`src/core/tap_consts.vh`:
```
/*
 Constants for the boundary scan test port: instruction codes, register
 lengths, controller state codes and the reset figures.
 Assumes it is included by bare name from the design files.
*/
// Function
// - Port follows the standard boundary-scan controller and mandatory instructions.
// - Inputs sampled on test clock rise, serial output and its enable updated on its fall.
// - Mode select steers the controller; open pin reads high.
// - Serial input feeds the MSB of the selected register; pulled up.
// - Serial output shows selected register LSB, changes on falling edges.
// - Five rises with mode select high reach reset from any state.
// - Test port reset never disturbs memory operation.
// - Power-up reset leaves serial output high impedance, memory undisturbed.
// - Current instruction selects exactly one data register.
// - Instruction register is three bits, loaded serially in the path.
// - Instruction register holds the identify code after power-up and reset.
// - Capture-IR loads the two low instruction bits with 01.
// - One-bit bypass register placed in path by the bypass instruction.
// - Bypass register clears low at Capture-DR.
// - Boundary register has one cell per package pin, spares included.
// - Capture-DR snapshots the pin ring; Shift-DR shifts boundary register.
// - Pin capture works under external-test, sample/preload and sample-high-Z.
// - Identify register is 32 bits, loaded with a fixed code.
// - New instruction takes effect only at Update-IR.
// - Sample-high-Z selects boundary register and floats read outputs.
// - Boundary cell 108 enables read outputs under external test; presets high.
`ifndef TAP_CONSTS_VH
`define TAP_CONSTS_VH

// ==========================================
// Instruction register
`define IR_LEN 3
`define IR_CAPTURE 3'h1
`define INS_EXTEST 3'h0
`define INS_IDCODE 3'h1
`define INS_SAMPLE_Z 3'h2
`define INS_SAMPLE 3'h4
`define INS_BYPASS 3'h7

// ==========================================
// Data registers
`define ID_LEN 32
`define BSR_LEN 109
`define BSR_OE_CELL 108
`define RESET_RISES 5

// ==========================================
// Controller states
`define ST_RESET 4'h0
`define ST_IDLE 4'h1
`define ST_SEL_DR 4'h2
`define ST_CAP_DR 4'h3
`define ST_SH_DR 4'h4
`define ST_EX1_DR 4'h5
`define ST_PAU_DR 4'h6
`define ST_EX2_DR 4'h7
`define ST_UPD_DR 4'h8
`define ST_SEL_IR 4'h9
`define ST_CAP_IR 4'ha
`define ST_SH_IR 4'hb
`define ST_EX1_IR 4'hc
`define ST_PAU_IR 4'hd
`define ST_EX2_IR 4'he
`define ST_UPD_IR 4'hf

`endif

```
`src/core/tap_fsm.v`:
```
/*
 Sixteen-state test port controller, advanced by a one-cycle enable that
 marks each rising edge of the test clock.
 Assumes the mode select level is already synchronised to sys_clk.
*/
`timescale 1ns/1ps
`include "tap_consts.vh"

module tap_fsm (
	input wire sys_clk,
	input wire reset,
	input wire rise_en,
	input wire tms,
	output reg [3:0] state_ff
);

	reg [3:0] nxt_state;

	// ==========================================
	// Next state from mode select level
	always @* begin
		case (state_ff)
		`ST_RESET: nxt_state = tms ? `ST_RESET : `ST_IDLE;
		`ST_IDLE: nxt_state = tms ? `ST_SEL_DR : `ST_IDLE;
		`ST_SEL_DR: nxt_state = tms ? `ST_SEL_IR : `ST_CAP_DR;
		`ST_CAP_DR: nxt_state = tms ? `ST_EX1_DR : `ST_SH_DR;
		`ST_SH_DR: nxt_state = tms ? `ST_EX1_DR : `ST_SH_DR;
		`ST_EX1_DR: nxt_state = tms ? `ST_UPD_DR : `ST_PAU_DR;
		`ST_PAU_DR: nxt_state = tms ? `ST_EX2_DR : `ST_PAU_DR;
		`ST_EX2_DR: nxt_state = tms ? `ST_UPD_DR : `ST_SH_DR;
		`ST_UPD_DR: nxt_state = tms ? `ST_SEL_DR : `ST_IDLE;
		`ST_SEL_IR: nxt_state = tms ? `ST_RESET : `ST_CAP_IR;
		`ST_CAP_IR: nxt_state = tms ? `ST_EX1_IR : `ST_SH_IR;
		`ST_SH_IR: nxt_state = tms ? `ST_EX1_IR : `ST_SH_IR;
		`ST_EX1_IR: nxt_state = tms ? `ST_UPD_IR : `ST_PAU_IR;
		`ST_PAU_IR: nxt_state = tms ? `ST_EX2_IR : `ST_PAU_IR;
		`ST_EX2_IR: nxt_state = tms ? `ST_UPD_IR : `ST_SH_IR;
		`ST_UPD_IR: nxt_state = tms ? `ST_SEL_DR : `ST_IDLE;
		default: nxt_state = `ST_RESET;
		endcase
	end

	// ==========================================
	// State register; moves only on test clock rises
	always @(posedge sys_clk) begin
		if (reset) begin
			state_ff <= `ST_RESET;
		end else if (rise_en) begin
			state_ff <= nxt_state;
		end
	end

endmodule

```
`src/core/tap_port.v`:
```
/*
 Boundary scan test access port: pin synchronisers, edge finder, controller,
 instruction, bypass, identify and boundary registers, serial output.
 Assumes the test clock is far slower than sys_clk (at least four sys_clk
 periods per phase) and that the pin ring arrives as a flat vector.
*/
`timescale 1ns/1ps
`include "tap_consts.vh"

module tap_port #(
	parameter BSR_LEN = `BSR_LEN,
	parameter [31:0] ID_CODE = 32'h00000001 // Arbitrary identification value
) (
	input wire sys_clk,
	input wire reset,
	input wire tck,
	input wire tms,
	input wire tdi,
	output reg tdo_ff,
	output reg tdo_oe_ff,
	input wire [BSR_LEN-1:0] pin_ring,
	output reg [BSR_LEN-1:0] bsr_out_ff,
	output wire extest_mode,
	output wire read_out_en
);

	// ==========================================
	// Pin synchronisers
	reg [1:0] tck_sync_ff;
	reg [1:0] tms_sync_ff;
	reg [1:0] tdi_sync_ff;
	reg tck_last_ff;
	wire rise_en;
	wire fall_en;
	wire [3:0] state;

	// Two flops each; open mode select and data read high after reset
	always @(posedge sys_clk) begin
		if (reset) begin
			tck_sync_ff <= 2'h0;
			tms_sync_ff <= 2'h3;
			tdi_sync_ff <= 2'h3;
			tck_last_ff <= 1'b0;
		end else begin
			tck_sync_ff <= {tck_sync_ff[0], tck};
			tms_sync_ff <= {tms_sync_ff[0], tms};
			tdi_sync_ff <= {tdi_sync_ff[0], tdi};
			tck_last_ff <= tck_sync_ff[1];
		end
	end

	// Edges of the test clock as one-cycle enables
	assign rise_en = tck_sync_ff[1] & ~tck_last_ff;
	assign fall_en = ~tck_sync_ff[1] & tck_last_ff;

	// ==========================================
	// Controller
	tap_fsm u_fsm (
		.sys_clk(sys_clk),
		.reset(reset),
		.rise_en(rise_en),
		.tms(tms_sync_ff[1]),
		.state_ff(state)
	);

	// ==========================================
	// Instruction decode
	reg [`IR_LEN-1:0] ir_shift_ff;
	reg [`IR_LEN-1:0] ir_ff;
	reg bypass_ff;
	reg [`ID_LEN-1:0] id_ff;
	reg [BSR_LEN-1:0] bsr_ff;

	// One data register per instruction; reserved codes fall to bypass
	function [1:0] dr_sel;
		input [`IR_LEN-1:0] ins;
		begin
			case (ins)
			`INS_IDCODE: dr_sel = 2'h1;
			`INS_EXTEST: dr_sel = 2'h2;
			`INS_SAMPLE: dr_sel = 2'h2;
			`INS_SAMPLE_Z: dr_sel = 2'h2;
			default: dr_sel = 2'h0;
			endcase
		end
	endfunction

	wire [1:0] sel = dr_sel(ir_ff);
	wire in_ctrl_reset = (state == `ST_RESET);

	// ==========================================
	// Instruction register
	// Forced while in reset state, so the identify code does not wait a rise
	always @(posedge sys_clk) begin
		if (reset) begin
			ir_shift_ff <= `INS_IDCODE;
			ir_ff <= `INS_IDCODE;
		end else if (in_ctrl_reset) begin
			ir_ff <= `INS_IDCODE;
		end else if (rise_en) begin
			if (state == `ST_CAP_IR) begin
				ir_shift_ff <= `IR_CAPTURE;
			end else if (state == `ST_SH_IR) begin
				ir_shift_ff <= {tdi_sync_ff[1], ir_shift_ff[`IR_LEN-1:1]};
			end else if (state == `ST_UPD_IR) begin
				ir_ff <= ir_shift_ff;
			end
		end
	end

	// ==========================================
	// Data registers: capture, then shift from MSB towards LSB
	always @(posedge sys_clk) begin
		if (reset) begin
			bypass_ff <= 1'b0;
			id_ff <= {`ID_LEN{1'b0}};
			bsr_ff <= {BSR_LEN{1'b0}};
		end else if (rise_en) begin
			if (state == `ST_CAP_DR) begin
				bypass_ff <= 1'b0;
				if (sel == 2'h1) begin
					id_ff <= ID_CODE;
				end
				if (sel == 2'h2) begin
					bsr_ff <= pin_ring;
				end
			end else if (state == `ST_SH_DR) begin
				if (sel == 2'h0) begin
					bypass_ff <= tdi_sync_ff[1];
				end
				if (sel == 2'h1) begin
					id_ff <= {tdi_sync_ff[1], id_ff[`ID_LEN-1:1]};
				end
				if (sel == 2'h2) begin
					bsr_ff <= {tdi_sync_ff[1], bsr_ff[BSR_LEN-1:1]};
				end
			end
		end
	end

	// ==========================================
	// Boundary update latches; output-enable cell presets high
	always @(posedge sys_clk) begin
		if (reset) begin
			bsr_out_ff <= {BSR_LEN{1'b0}};
			bsr_out_ff[`BSR_OE_CELL] <= 1'b1;
		end else if (in_ctrl_reset) begin
			bsr_out_ff[`BSR_OE_CELL] <= 1'b1;
		end else if (rise_en && state == `ST_UPD_DR && sel == 2'h2) begin
			bsr_out_ff <= bsr_ff;
		end
	end

	// Read-bus enable: only the test instructions touch it, memory untouched
	assign extest_mode = (ir_ff == `INS_EXTEST);
	assign read_out_en = (ir_ff == `INS_SAMPLE_Z) ? 1'b0 :
		extest_mode ? bsr_out_ff[`BSR_OE_CELL] : 1'b1;

	// ==========================================
	// Serial output, LSB of the path, moved on test clock falls
	reg nxt_tdo;
	always @* begin
		if (state == `ST_SH_IR) begin
			nxt_tdo = ir_shift_ff[0];
		end else begin
			case (sel)
			2'h1: nxt_tdo = id_ff[0];
			2'h2: nxt_tdo = bsr_ff[0];
			default: nxt_tdo = bypass_ff;
			endcase
		end
	end

	// Enable tracks shift states so the pin floats elsewhere
	always @(posedge sys_clk) begin
		if (reset) begin
			tdo_ff <= 1'b0;
			tdo_oe_ff <= 1'b0;
		end else if (fall_en) begin
			tdo_ff <= nxt_tdo;
			tdo_oe_ff <= (state == `ST_SH_IR) || (state == `ST_SH_DR);
		end
	end

endmodule

```
`config.mk`:
```
export PLATFORM = sky130hd
export DESIGN_NAME = tap_port
export DESIGN_NICKNAME = d
export VERILOG_FILES = /design/src/core/tap_fsm.v /design/src/core/tap_port.v
export VERILOG_INCLUDE_DIRS = /design/src /design/src/core
export SDC_FILE = /design/constraint.sdc
export NUM_CORES = 1
export LEC_CHECK = 0
export ABC_AREA = 0
export BUFFER_PORTS_ARGS = -buffer_cell sky130_fd_sc_hd__buf_2
export CELL_PAD_IN_SITES_DETAIL_PLACEMENT = 0
export CELL_PAD_IN_SITES_GLOBAL_PLACEMENT = 1
export CORE_ASPECT_RATIO = 1.1
export CORE_MARGIN = 3
export CORE_UTILIZATION = 37
export CTS_BUF_LIST = sky130_fd_sc_hd__clkbuf_4 sky130_fd_sc_hd__clkbuf_8
export DETAILED_ROUTE_END_ITERATION = 16
export PLACE_DENSITY = 0.89
export SYNTH_ARGS = -nofsm -noshare
export SYNTH_HDL_FRONTEND = slang
export SYNTH_SLANG_ARGS = --single-unit
export TNS_END_PERCENT = 10
```
`constraint.sdc`:
```
create_clock -name sys_clk -period 1.95 [get_ports sys_clk]
set_clock_uncertainty 0.1 [all_clocks]
set_input_delay 0.39 -clock sys_clk [delete_from_list [all_inputs] [get_ports sys_clk]]
set_output_delay 0.39 -clock sys_clk [all_outputs]
set_load 0.02 [all_outputs]
```
# Word level (Yosys, flattened, before mapping)
# Index checks and enable logic that the tools add are counted.
[op_classes]
add_sub_neg = 0
multipliers = 0
div_mod_pow = 0
order_cmp = 0
eq_ne = 20
shift = 0
mux = 31
bitwise_logic = 7
reduce_logical = 20
[op_table]
columns = ["op", "n"]
rows = [
  ["$mux W109", 4],
  ["$mux W32", 4],
  ["$pmux W4 S12", 1],
  ["$eq A4 B4 Y1 const B", 8],
  ["$eq A4 B3 Y1 const B", 4],
  ["$mux W4", 4],
  ["$mux W3", 4],
  ["$reduce_and A3 Y1", 4],
  ["$mux W1", 9],
  ["$eq A4 B2 Y1 const B", 2],
  ["$mux W2", 3],
  ["$reduce_bool A2 Y1", 3],
  ["$reduce_or A2 Y1", 3],
  ["$reduce_or A3 Y1", 2],
  ["$not A1 Y1", 5],
  ["$eq A4 B1 Y1 const B", 1],
  ["$logic_not A4 Y1", 1],
  ["$pmux W2 S2", 1],
  ["$reduce_and A4 Y1", 1],
  ["$eq A3 B1 Y1 const B", 1],
  ["$eq A3 B2 Y1 const B", 1],
  ["$eq A3 B3 Y1 const B", 1],
  ["$logic_not A3 Y1", 1],
  ["$and A1 B1 Y1", 2],
  ["other kinds (7)", 8],
]
[totals]
reg_bits = 270
latchBits = 0
ram_bits = 0
rom_bits = 0
in_bits = 114
elab_cells = 92
memories = 0

# Logic depth before layout (Yosys ltp)
# Gate-level depths: netlist of run 1.
[logic_depth]
depth_word = 7
mapped_depth = 9

# Cells and area by module
# Synthesis of run 1 repeated with hierarchy kept, for this count alone.
[unflattened]
cells_unflattened = 1419
area_unflattened_um2 = 12579.6
[modules_own_cells]
columns = ["mod", "instances", "cells_per_inst", "area_each_um2"]
rows = [
  ["tap_port", 1, 1376, 12219.2],
  ["tap_fsm", 1, 43, 360.3],
]

# Least setup slack after synthesis of run 1
# No wires, ideal clock.
[synth_path]
kind = "reg-to-reg"
start = "register u_fsm.state_ff[1]"
end = "register bsr_ff[86]"
arrival_time_ns = 1.816
slack_ns = -0.102
path_stages_with_launch = 8
n_path_buf = 4
path_cell_list = "dfxtp_1 > clkbuf_1 > or3b_4 > a2111oi_4 > buf_6 > buf_6 > buf_4 > a311oi_2"
[synth_via]
elab_chain_cells = 3
elab_cells_between_ends = 5
[synth_rtl]
columns = ["item", "line", "rtl"]
rows = [
  ["from (decl)", "tap_fsm.v:14", "output reg [3:0] state_ff"],
  ["from (signal assigned)", "tap_fsm.v:47", "state_ff <= `ST_RESET;"],
  ["from (signal assigned)", "tap_fsm.v:49", "state_ff <= nxt_state;"],
  ["$eq A4 B2 Y1 or $eq A4 B3 Y1 (tied branches)", "n/a", ""],
  ["$reduce_bool A2 Y1 (no source line)", "n/a", ""],
  ["$reduce_and A3 Y1 (no source line)", "n/a", ""],
  ["to (signal assigned)", "tap_port.v:117", "bsr_ff <= {BSR_LEN{1'b0}};"],
  ["to (signal assigned)", "tap_port.v:125", "bsr_ff <= pin_ring;"],
  ["to (signal assigned)", "tap_port.v:135", "bsr_ff <= {tdi_sync_ff[1], bsr_ff[BSR_LEN-1:1]};"],
  ["to (decl)", "tap_port.v:72", "reg [BSR_LEN-1:0] bsr_ff;"],
]
# Several ways; a longest one is shown, not always the timed one.
# A chain may end at the register's enable or synchronous reset.

# Final worst setup path of run 1
[layout_path]
start = "register u_fsm.state_ff[0]"
end = "register bsr_ff[57]"
# Same word-level chain as after synthesis.

==> run metrics, run 1 <==
hpwl dp=just under 20000 µm; Clock transition at path regs=approximately 0.06 ns; starting DRC count in detailed routing=around 540; Syn Std Cell Area=around 0.011 mm²; I/O pins=227; Slew HR=72.41%; syn avg cell area=approximately 8.0 µm²; Leak=5.396 nW; final worst slack=-0.1568 ns; ant diodes=0; vias in the first global route=roughly 10000; VDD IR max=0.4128 mV; violated checks=negative setup slack; final hold viol count=0; Synth top area share=approximately half; CP max stage cell=or3b_4; synth top area cells=dfxtp_1 (50%), nand2_1 (16%), a21oi_1 (6.8%), a311oi_1 (6.5%), nor2_1 (4.2%); DRC=0; Port Buf Inserts=~230; Clk Tree Root Cell=clkbuf_8; Post-synth EDFFs=0; CTS buffer count=46; Arrival @ worst endpoint=2.43 ns; top post-synthesis cells by count=nand2_1 (472), dfxtp_1 (270), a21oi_1 (148); overall die height=185.5 µm; fin cells=2073; clock buffer depth=3; Final setup viols=around 110; final core occ=between 50% and 60%; total gr overflow=0; Seq cells post-synth=270; pre-CTS setup slack=-0.1727 ns; first-pass GRT wire length=49530 µm; period utilisation layout=108.0%; Max Clock Freq=around 0.47 GHz; count of pins over their slew limit=0; critical path's largest stage delay=0.42 ns; asr flop ratio synth=0%; worst endpoint required time=approximately 2.3 ns; Synthesized Nets=between 1000 and 1500; cell breakdown of the critical path=or3b_4, a2111oi_4, buf_4, bufbuf_16, a311oi_2; sequential share of the synthesized area=~50%; nets=approximately 1800; TritonCTS clock tree=done; CP Class=reg2reg; via/cell ratio=between 5 and 6; RSZ-0062 raised after global routing=yes; status=finished, violations left; minimum clock period=2.107 ns; H-tree levels=2; worst hold path class=in2reg; WHS=~0.034 ns; CP max FO=24; setup TNS=-11.47 ns; Primary FF master, synth=dfxtp_1; Pre-antenna DRT Iters=5; Startpoint Class=register; Post-DRT Antenna Nets=0; largest net degree at the start of global routing=75; share of layout cells above drive strength 1=~26%; PwrDens=about 780 mW/mm²; DIE AREA=between 0.03 and 0.04 mm²; std cell rows=65; initial antenna violation count=0; GRT Resource Usage Total=approximately a fifth; synthesis-to-finish area growth=38.10%; die extent in x=169.2 µm; Max-Cap Viols=0; Via Count=10550; Worst-Margin Slew=between 0.4 and 0.5 ns; placer congestion estimate=between 0.7 and 0.8; cell with the most instances after synthesis=nand2_1; Initial Util=roughly 38%; Synth Warn #=0; placed cell count=between 1500 and 2000; core area=~0.029 mm²; crit end category=register; Worst-Skew Late Latency=0.57 ns; Routed Wire Length=about 31000 µm; Mapped Cells=roughly 1400; R2R setup slack=-0.16 ns; post-synthesis cell type count=42; Sink Count=270; Wirelength per Cell=15.18 µm; Yosys top cell by area=dfxtp_1
placed cells by master (no fill, tap or decap), drive strengths merged, types with 4 or more instances in the layout:
cell	n
nor2	120
nand2	472
nand2b	6
nor2b	11
dfxtp	270
nand3	37
or2	4
clkbuf	76
buf	294
o21ai	12
inv	9
a311oi	109
dlygate4sd3	89
nor3	6
a21oi	148
worst paths after layout:
check,cells past startpoint,startpoint,end
worst min register to register,1,tdi_sync_ff[0]$_SDFF_PP1_,tdi_sync_ff[1]$_SDFF_PP1_
worst max register to register,5,u_fsm.state_ff[0]$_SDFFE_PP0P_,bsr_ff[57]$_SDFFE_PP0P_
worst min-delay path,3,pin_ring[55],bsr_ff[55]$_SDFFE_PP0P_
worst max-delay path,5,u_fsm.state_ff[0]$_SDFFE_PP0P_,bsr_ff[57]$_SDFFE_PP0P_
power breakdown:
part           switching (W)  leakage (nW)  internal [W]
Combinational       0.000212          2.67      0.000245
Sequential        0.00000996          2.18       0.00553
Clock                0.00231         0.546       0.00332
Total                0.00253          5.40       0.00909
final cells by class:
type / count / area [µm²]
clock buffer: 73 / 898.4
sequential: 270 / 5414
inverter: 7 / 26.28
fill: 2702 / 13820
timing repair buffer: 388 / 3110
clock inverter: 8 / 125.1
multi-input combinational: 959 / 4940
tap: 368 / 460.4
cells by family after synthesis:
group	Yosys count	synth area share, %
AOI/OAI and AO/OA	287	19.58
adders and majority gates	3	0.3462
buffers and inverters	127	5.470
DFF	270	49.85
muxes	3	0.2770
and+or+nand+nor	666	24.48
routing by layer:
layer / GRT usage [%] / share of wire [%]
met4: 7.297 / 3.0
met3: 3.675 / 5.5
met1: 24.28 / 44
met2: 31.12 / 47
met5: 0 / 0
critical path: cells and delay by family, from the launching register on:
| family | cells | cell delay, ns |
|---|---|---|
| AO/OA/AOI/OAI | 2 | 0.48 |
| flip-flops | 1 | 0.33 |
| AND/OR/NAND/NOR | 1 | 0.42 |
| buffers and inverters | 2 | 0.65 |
metrics by stage:
stage | area [µm²] | total power, W
after floorplan | 10870 | 0.005784
after global placement | 12670 | 0.005970
after detailed placement | 12670 | 0.005969
after CTS | 14830 | 0.01176
after global routing | 14970 | 0.01209
final | 14970 | 0.01162
sequential cells by signal, summed over array words and instances, names as in the netlist:
register and cells:
tdo_oe_ff 1, tck_last_ff 1, tms_sync_ff 2, bsr_out_ff 109, tdi_sync_ff 2, bypass_ff 1
tdo_ff 1, ir_ff 3, u_fsm.state_ff 4, bsr_ff 109, ir_shift_ff 3, tck_sync_ff 2
id_ff 32
timing repair:
action / CTS / global route
cloned: 7 / 2
setup buffers: 2 / 3
endpoints found under the setup margin: 176 / 171
hold buffers: 88 / 1
pin swaps: 33 / 26
gates resized for setup: 19 / 19
hold endpoints to repair: 88 / 1
No activity file was read; power rests on OpenSTA's default activity.
==> run 2: changes to the inputs <==
--- a/config.mk
+++ b/config.mk
@@ -12,11 +12,12 @@
 export CELL_PAD_IN_SITES_GLOBAL_PLACEMENT = 1
 export CORE_ASPECT_RATIO = 1.1
 export CORE_MARGIN = 3
-export CORE_UTILIZATION = 37
+export CORE_UTILIZATION = 39
 export CTS_BUF_LIST = sky130_fd_sc_hd__clkbuf_4 sky130_fd_sc_hd__clkbuf_8
 export DETAILED_ROUTE_END_ITERATION = 16
 export PLACE_DENSITY = 0.89
 export SYNTH_ARGS = -nofsm -noshare
 export SYNTH_HDL_FRONTEND = slang
+export SYNTH_HIERARCHICAL = 1
 export SYNTH_SLANG_ARGS = --single-unit
 export TNS_END_PERCENT = 10
==> run metrics, run 2 <==
starting DRC count in detailed routing=1100 (+100%); Pre-antenna DRT Iters=5 (unchanged); asr flop ratio synth=0% (unchanged); Clock transition at path regs=0.07 ns (about the same); pre-CTS setup slack=-0.1355 ns (+0.03726 ns); synthesis-to-finish area growth=28.67%; CP top delay family=simple AND/OR/NAND/NOR gates; Synthesized Nets=1536 (+4.3%); DIE AREA=0.03445 mm² (+9.7%); Slew HR=40.26% (-32 points); CP max stage cell=or3b_4; CP Class=reg2reg; H-tree levels=2 (unchanged); nets=1728 (-3.4%); WHS=0.04083 ns (+0.006733 ns); worst hold path class=in2reg; synth top area cells=dfxtp_1 (43%), o211ai_1 (13%), mux2i_1 (10%), nand4_1 (5.6%), o21ai_0 (4.8%); share of layout cells above drive strength 1=29.36% (+3.7 points); Final setup viols=127 (+18%); core area=0.03157 mm² (+9.6%); Seq cells post-synth=270 (unchanged); cell breakdown of the critical path=nor3b_4, inv_2, ha_4, buf_6, or3b_4, buf_12, o21ai_0, a21oi_1; final worst slack=-0.1196 ns (+0.03727 ns); RSZ-0062 raised after global routing=yes; fin cells=2069 (-0.19%); placed cell count=1967 (+4.1%); Port Buf Inserts=226 (unchanged); initial antenna violation count=7 (+7); Hold Startpoint=pin_ring[22]; die extent in x=177.2 µm (+4.7%); Post-DRT Antenna Nets=0 (unchanged); count of pins over their slew limit=0 (unchanged); worst path buffer plus inverter count=3 (+1); Worst Hold End=bsr_ff[22]$_SDFFE_PP0P_; total gr overflow=0 (unchanged); Startpoint Class=register; critical path's largest stage delay=0.52 ns (+0.10 ns); R2R setup slack=-0.12 ns (+0.04 ns); placer congestion estimate=0.7775 (+0.86%); std cell rows=68 (+4.6%); clock buffer depth=3 (unchanged); post-synthesis cell type count=49 (+17%); vias in the first global route=11720 (+17%); Routed Wire Length=39710 µm (+26%); most common cell after layout, fill and taps aside=dfxtp_1; crit end category=register; Wirelength per Cell=19.19 µm (+26%); DRC=0 (unchanged); minimum clock period=2.070 ns (-0.03727 ns); via/cell ratio=5.915 (+16%); Leak=5.543 nW (+2.7%); sequential share of the synthesized area=42.97% (-6.9 points); syn avg cell area=8.865 µm² (+11%); Worst R2R Path Depth=8 (+3); Initial Util=39.85% (+2.2 points); final core occ=51.28% (-0.74 points); Worst-Skew Late Latency=0.56 ns (about the same); FF+latch area=0.005420 mm² (+0.12%); Primary FF master, synth=dfxtp_1; Clk Tree Root Cell=clkbuf_8; overall die height=194.4 µm (+4.8%); most frequent cells in the layout=dfxtp_1 (264), buf_2 (223), o211ai_1 (219); Filler Cells Inserted=2867 (+6.1%); top post-synthesis cells by count=dfxtp_1 (270), o211ai_1 (219), clkbuf_1 (149); Sink Count=270 (unchanged); Yosys top cell by area=dfxtp_1; VDD IR max=0.4274 mV (+3.6%); Multi-input gate area=0.006709 mm² (+36%); Max-Cap Viols=0 (unchanged); Design Power=0.01150 W (-1.1%); CTS buffer count=46 (unchanged); Via Count=12240 (+16%); Hold Path Stages=3 (unchanged); Syn Std Cell Area=0.01258 mm² (+16%); biggest registers after layout=bsr_ff x109, bsr_out_ff x109, id_ff x32; worst endpoint required time=2.27 ns (about the same); violated checks=negative setup slack; largest net degree at the start of global routing=83 (+11%); Max Clock Freq=0.4832 GHz (+1.8%); status=finished, violations left; Mapped Cells=1419 (+4.6%); hpwl dp=24120 µm (+25%); final hold viol count=0 (unchanged); end of the worst register-to-register path=bsr_out_ff[42]$_SDFFE_PP0P_; period utilisation layout=106.1% (-1.9 points); CP max FO=25 (+4.2%); Worst-Margin Slew=0.8961 ns (+0.4827 ns); Arrival @ worst endpoint=2.39 ns (-0.04 ns); first-pass GRT wire length=61180 µm (+24%); PwrDens=710.6 mW/mm² (-8.5%); I/O pins=227 (unchanged); cell with the most instances after synthesis=dfxtp_1; Synth top area share=42.97% (-6.9 points); Post-synth EDFFs=0 (unchanged); TritonCTS clock tree=done; GRT Resource Usage Total=21.11% (+2.3 points); Synth Warn #=6 (+6); FF-to-FF Start=ir_ff[0]$_SDFFE_PP1P_; CP startpoint=ir_ff[0]$_SDFFE_PP1P_
## run 2: cell types whose count changed in the layout (fill, tap and decap cells not counted), moves of 41 or more
cell           change
a311oi_1          -76
nand2_1          -451
dlygate4sd3_1     -86
nand4_1          +110
o211ai_1         +218
o21ai_1           +41
o21ai_0           +41
nand3_1           +82
nor2_1            -97
mux2i_1          +123
## run 2: where the power goes
group	leakage, nW	total (W)	switching (W)	internal [W]
registers	2.18	0.00553	0.00000738	0.00552
clock network	0.541	0.00555	0.00236	0.00319
logic	2.82	0.000423	0.000265	0.000158
## run 2: stage by stage
step / TNS [ns] / cell area (µm²)
floorplan: -1.680 / 12610
global placement: -2.365 / 14630
detailed placement: -11.08 / 14630
CTS: -7.835 / 15710
global route: -15.97 / 16180
finish: -6.452 / 16190
## run 2: cell type report
class	instances	share of cell area, %
well taps	420	3.247
inverters	14	0.3711
clock inverters	9	0.4484
repair buffers	321	15.11
diodes	4	0.06184
multi-input cells	958	41.45
flip-flops and latches	270	33.49
clock buffers	73	5.821
## run 2: how the worst max path moves through the flow
| stage | endpoint | slack (ns) | depth (start not counted) |
|---|---|---|---|
| 4_1_cts | bsr_out_ff[74]$_SDFFE_PP0P_ | -0.10 | 8 |
| 3_3_place_gp | bsr_out_ff[47]$_SDFFE_PP0P_ | -0.06 | 8 |
| 3_5_place_dp | bsr_out_ff[49]$_SDFFE_PP0P_ | -0.14 | 7 |
| 6_report | bsr_out_ff[42]$_SDFFE_PP0P_ | -0.12 | 8 |
| 2_1_floorplan | id_ff[25]$_SDFFE_PP0P_ | -0.03 | 7 |
| 5_1_grt | bsr_out_ff[65]$_SDFFE_PP0P_ | -0.19 | 8 |
## run 2: cells by family after synthesis
group / after synthesis / synth area share [%]
muxes: 141 / 11.37
xor gates and xnor gates: 2 / 0.1393
and+or+nand+nor: 336 / 15.18
AOI/OAI and AO/OA: 475 / 23.87
adders and majority gates: 3 / 0.2984
DFF: 270 / 42.97
buffers and inverters: 192 / 6.177
## run 2: tightest hold or removal path, cell delays in order
cell,delay (ns)
buf_2,0.08
mux2i_1,0.05
o211ai_1,0.14
## run 2: timing repair
action,CTS,global route
gates cloned,0,7
setup buffers,0,6
hold buffers,3,0
resized for setup,56,89
endpoints found under the hold margin,3,0
pin swaps,18,58
endpoints found under the setup margin,228,238
## run 2: metal layers
metal  vias to the layer above  part of all wire, %  track usage (%)
met2                       484                   46            33.69
met3                        95                  7.5            4.611
met1                      5862                   43            27.96
li1                       5789                    -                -
met5                         -                 0.11                0
met4                         8                  3.5            7.916
==> run 3: changes to the inputs <==
--- a/config.mk
+++ b/config.mk
@@ -16,6 +16,7 @@
 export CTS_BUF_LIST = sky130_fd_sc_hd__clkbuf_4 sky130_fd_sc_hd__clkbuf_8
 export DETAILED_ROUTE_END_ITERATION = 16
 export PLACE_DENSITY = 0.89
+export RECOVER_POWER = 25
 export SYNTH_ARGS = -nofsm -noshare
 export SYNTH_HDL_FRONTEND = slang
 export SYNTH_HIERARCHICAL = 1
==> run metrics, run 3 (synthesized netlist as in run 2, its figures left out) <==
GRT Resource Usage Total=21.11% (unchanged); Via Count=12270 (+0.25%); overall die height=194.4 µm (unchanged); Clk Tree Root Cell=clkbuf_8; Worst-Margin Slew=0.8994 ns (+0.003323 ns); H-tree levels=2 (unchanged); Sink Count=270 (unchanged); via/cell ratio=5.930 (+0.25%); CP max FO=25 (unchanged); RSZ-0062 raised after global routing=yes; CTS buffer count=46 (unchanged); CP max stage cell=or3b_4; worst endpoint required time=2.26 ns (about the same); setup TNS=-6.585 ns (-0.1326 ns); clock buffer depth=3 (unchanged); final worst slack=-0.1221 ns (-0.002539 ns); Design Power=0.01150 W (about the same); nets=1728 (unchanged); total gr overflow=0 (unchanged); core area=0.03157 mm² (unchanged); final core occ=51.14% (-0.14 points); Leak=5.403 nW (-2.5%); share of layout cells above drive strength 1=27.36% (-2.0 points); critical path's largest stage delay=0.52 ns (about the same); Initial Util=39.85% (unchanged); count of pins over their slew limit=0 (unchanged); fin cells=2069 (unchanged); final hold viol count=0 (unchanged); most frequent cells in the layout=dfxtp_1 (265), o211ai_1 (219), buf_2 (192); PwrDens=712.5 mW/mm² (+0.27%); worst hold path class=in2reg; cell breakdown of the critical path=nor3b_4, inv_2, ha_4, buf_6, or3b_4, buf_12, o21ai_0, a21oi_1; GRT busiest layer=met2; synthesis-to-finish area growth=28.32%; VDD IR max=0.4246 mV (-0.66%); Max-Cap Viols=0 (unchanged); Post-DRT Antenna Nets=0 (unchanged); starting DRC count in detailed routing=1105 (+0.45%); DIE AREA=0.03445 mm² (unchanged); DRC=0 (unchanged); placed cell count=1967 (unchanged); met1 usage=27.96% (unchanged); Slew HR=40.04% (-0.22 points); die extent in x=177.2 µm (unchanged); Final Instance Area=0.01614 mm² (-0.27%); Final setup viols=125 (-1.6%); crit end category=register; period utilisation layout=106.3% (+0.13 points); first-pass GRT wire length=61180 µm (unchanged); Worst-Skew Late Latency=0.56 ns (about the same); placed cell area=0.01463 mm² (unchanged); Pre-antenna DRT Iters=5 (unchanged); CP Class=reg2reg; largest net degree at the start of global routing=83 (unchanged); std cell rows=68 (unchanged); Filler Cells Inserted=2892 (+0.87%); Wirelength per Cell=19.19 µm (about the same); initial antenna violation count=7 (unchanged); minimum clock period=2.072 ns (+0.002539 ns); TritonCTS clock tree=done; Port Buf Inserts=226 (unchanged); most common cell after layout, fill and taps aside=dfxtp_1; vias in the first global route=11720 (unchanged); status=finished, violations left; Arrival @ worst endpoint=2.39 ns (about the same); Routed Wire Length=39700 µm (about the same); biggest registers after layout=bsr_ff x109, bsr_out_ff x109, id_ff x32; met3 usage=4.611% (unchanged); hpwl dp=24120 µm (unchanged); violated checks=negative setup slack; I/O pins=227 (unchanged); met2 track demand over resource=33.69% (unchanged); Max Clock Freq=0.4826 GHz (-0.12%); Clock transition at path regs=0.07 ns (about the same); Startpoint Class=register; placer congestion estimate=0.7775 (unchanged)
## run 3: cell count changes in the layout (fill, tap and decap cells not counted)
cell      before  now
clkbuf_1       0   32
buf_2        223  192
buf_4         44   43
dfxtp_1      264  265
dfxtp_2        3    2
## run 3: routing by layer
| metal | up-vias | wire length, µm | part of all wire, % |
|---|---|---|---|
| met5 | - | 35 | 0.088 |
| met4 | 8 | 1403 | 3.5 |
| met3 | 98 | 2883 | 7.3 |
| met2 | 464 | 18300 | 46 |
| met1 | 5910 | 17080 | 43 |
| li1 | 5789 | - | - |
## run 3: critical path, delay by kind of cell, from the launching register on
| kind | cells | cell delay, ns |
|---|---|---|
| AND/OR/NAND/NOR | 2 | 0.67 |
| adder cells (fa/ha/maj) | 1 | 0.14 |
| AO/OA/AOI/OAI | 2 | 0.24 |
| buffers and inverters | 3 | 0.40 |
| flip-flops | 1 | 0.36 |
## run 3: timing repair
action / in CTS / in global routing
pin swaps: 18 / 58
hold buffers: 3 / 0
resized for setup: 56 / 89
setup endpoints to repair: 228 / 238
endpoints found under the hold margin: 3 / 0
setup buffers: 0 / 6
cloned: 0 / 7
## run 3: stage by stage
step                hold slack [ns]  setup WS (ns)
floorplan                    0.2895       -0.03088
global placement             0.2987       -0.06103
detailed placement           0.3047        -0.1355
CTS                         0.01748        -0.1025
global route                0.04024        -0.1904
finish                      0.03837        -0.1221
## run 3: area by class of cell
class	count	area [µm²]	area share, %
timing repair buffer	321	2404	14.89
sequential	270	5419	33.57
clock buffer	73	942.2	5.837
antenna	4	10.01	0.06201
tap	420	525.5	3.256
inverter	14	60.06	0.3721
multi-input combinational	958	6709	41.56
clock inverter	9	72.57	0.4496
## run 3: worst paths after layout
path,cells after the start,slack (ns),startpoint,to
setup / recovery,8,-0.12,ir_ff[0]$_SDFFE_PP1P_,bsr_out_ff[42]$_SDFFE_PP0P_
hold / removal,3,0.04,pin_ring[22],bsr_ff[22]$_SDFFE_PP0P_
setup reg to reg,8,-0.12,ir_ff[0]$_SDFFE_PP1P_,bsr_out_ff[42]$_SDFFE_PP0P_
hold reg to reg,1,0.31,tdi_sync_ff[0]$_SDFF_PP1_,tdi_sync_ff[1]$_SDFF_PP1_
## run 3: power breakdown
part	total (W)	switching (W)	internal, W	leakage [nW]
Combinational	0.000422	0.000265	0.000157	2.68
Clock	0.00555	0.00236	0.00319	0.541
Sequential	0.00553	0.00000729	0.00552	2.18
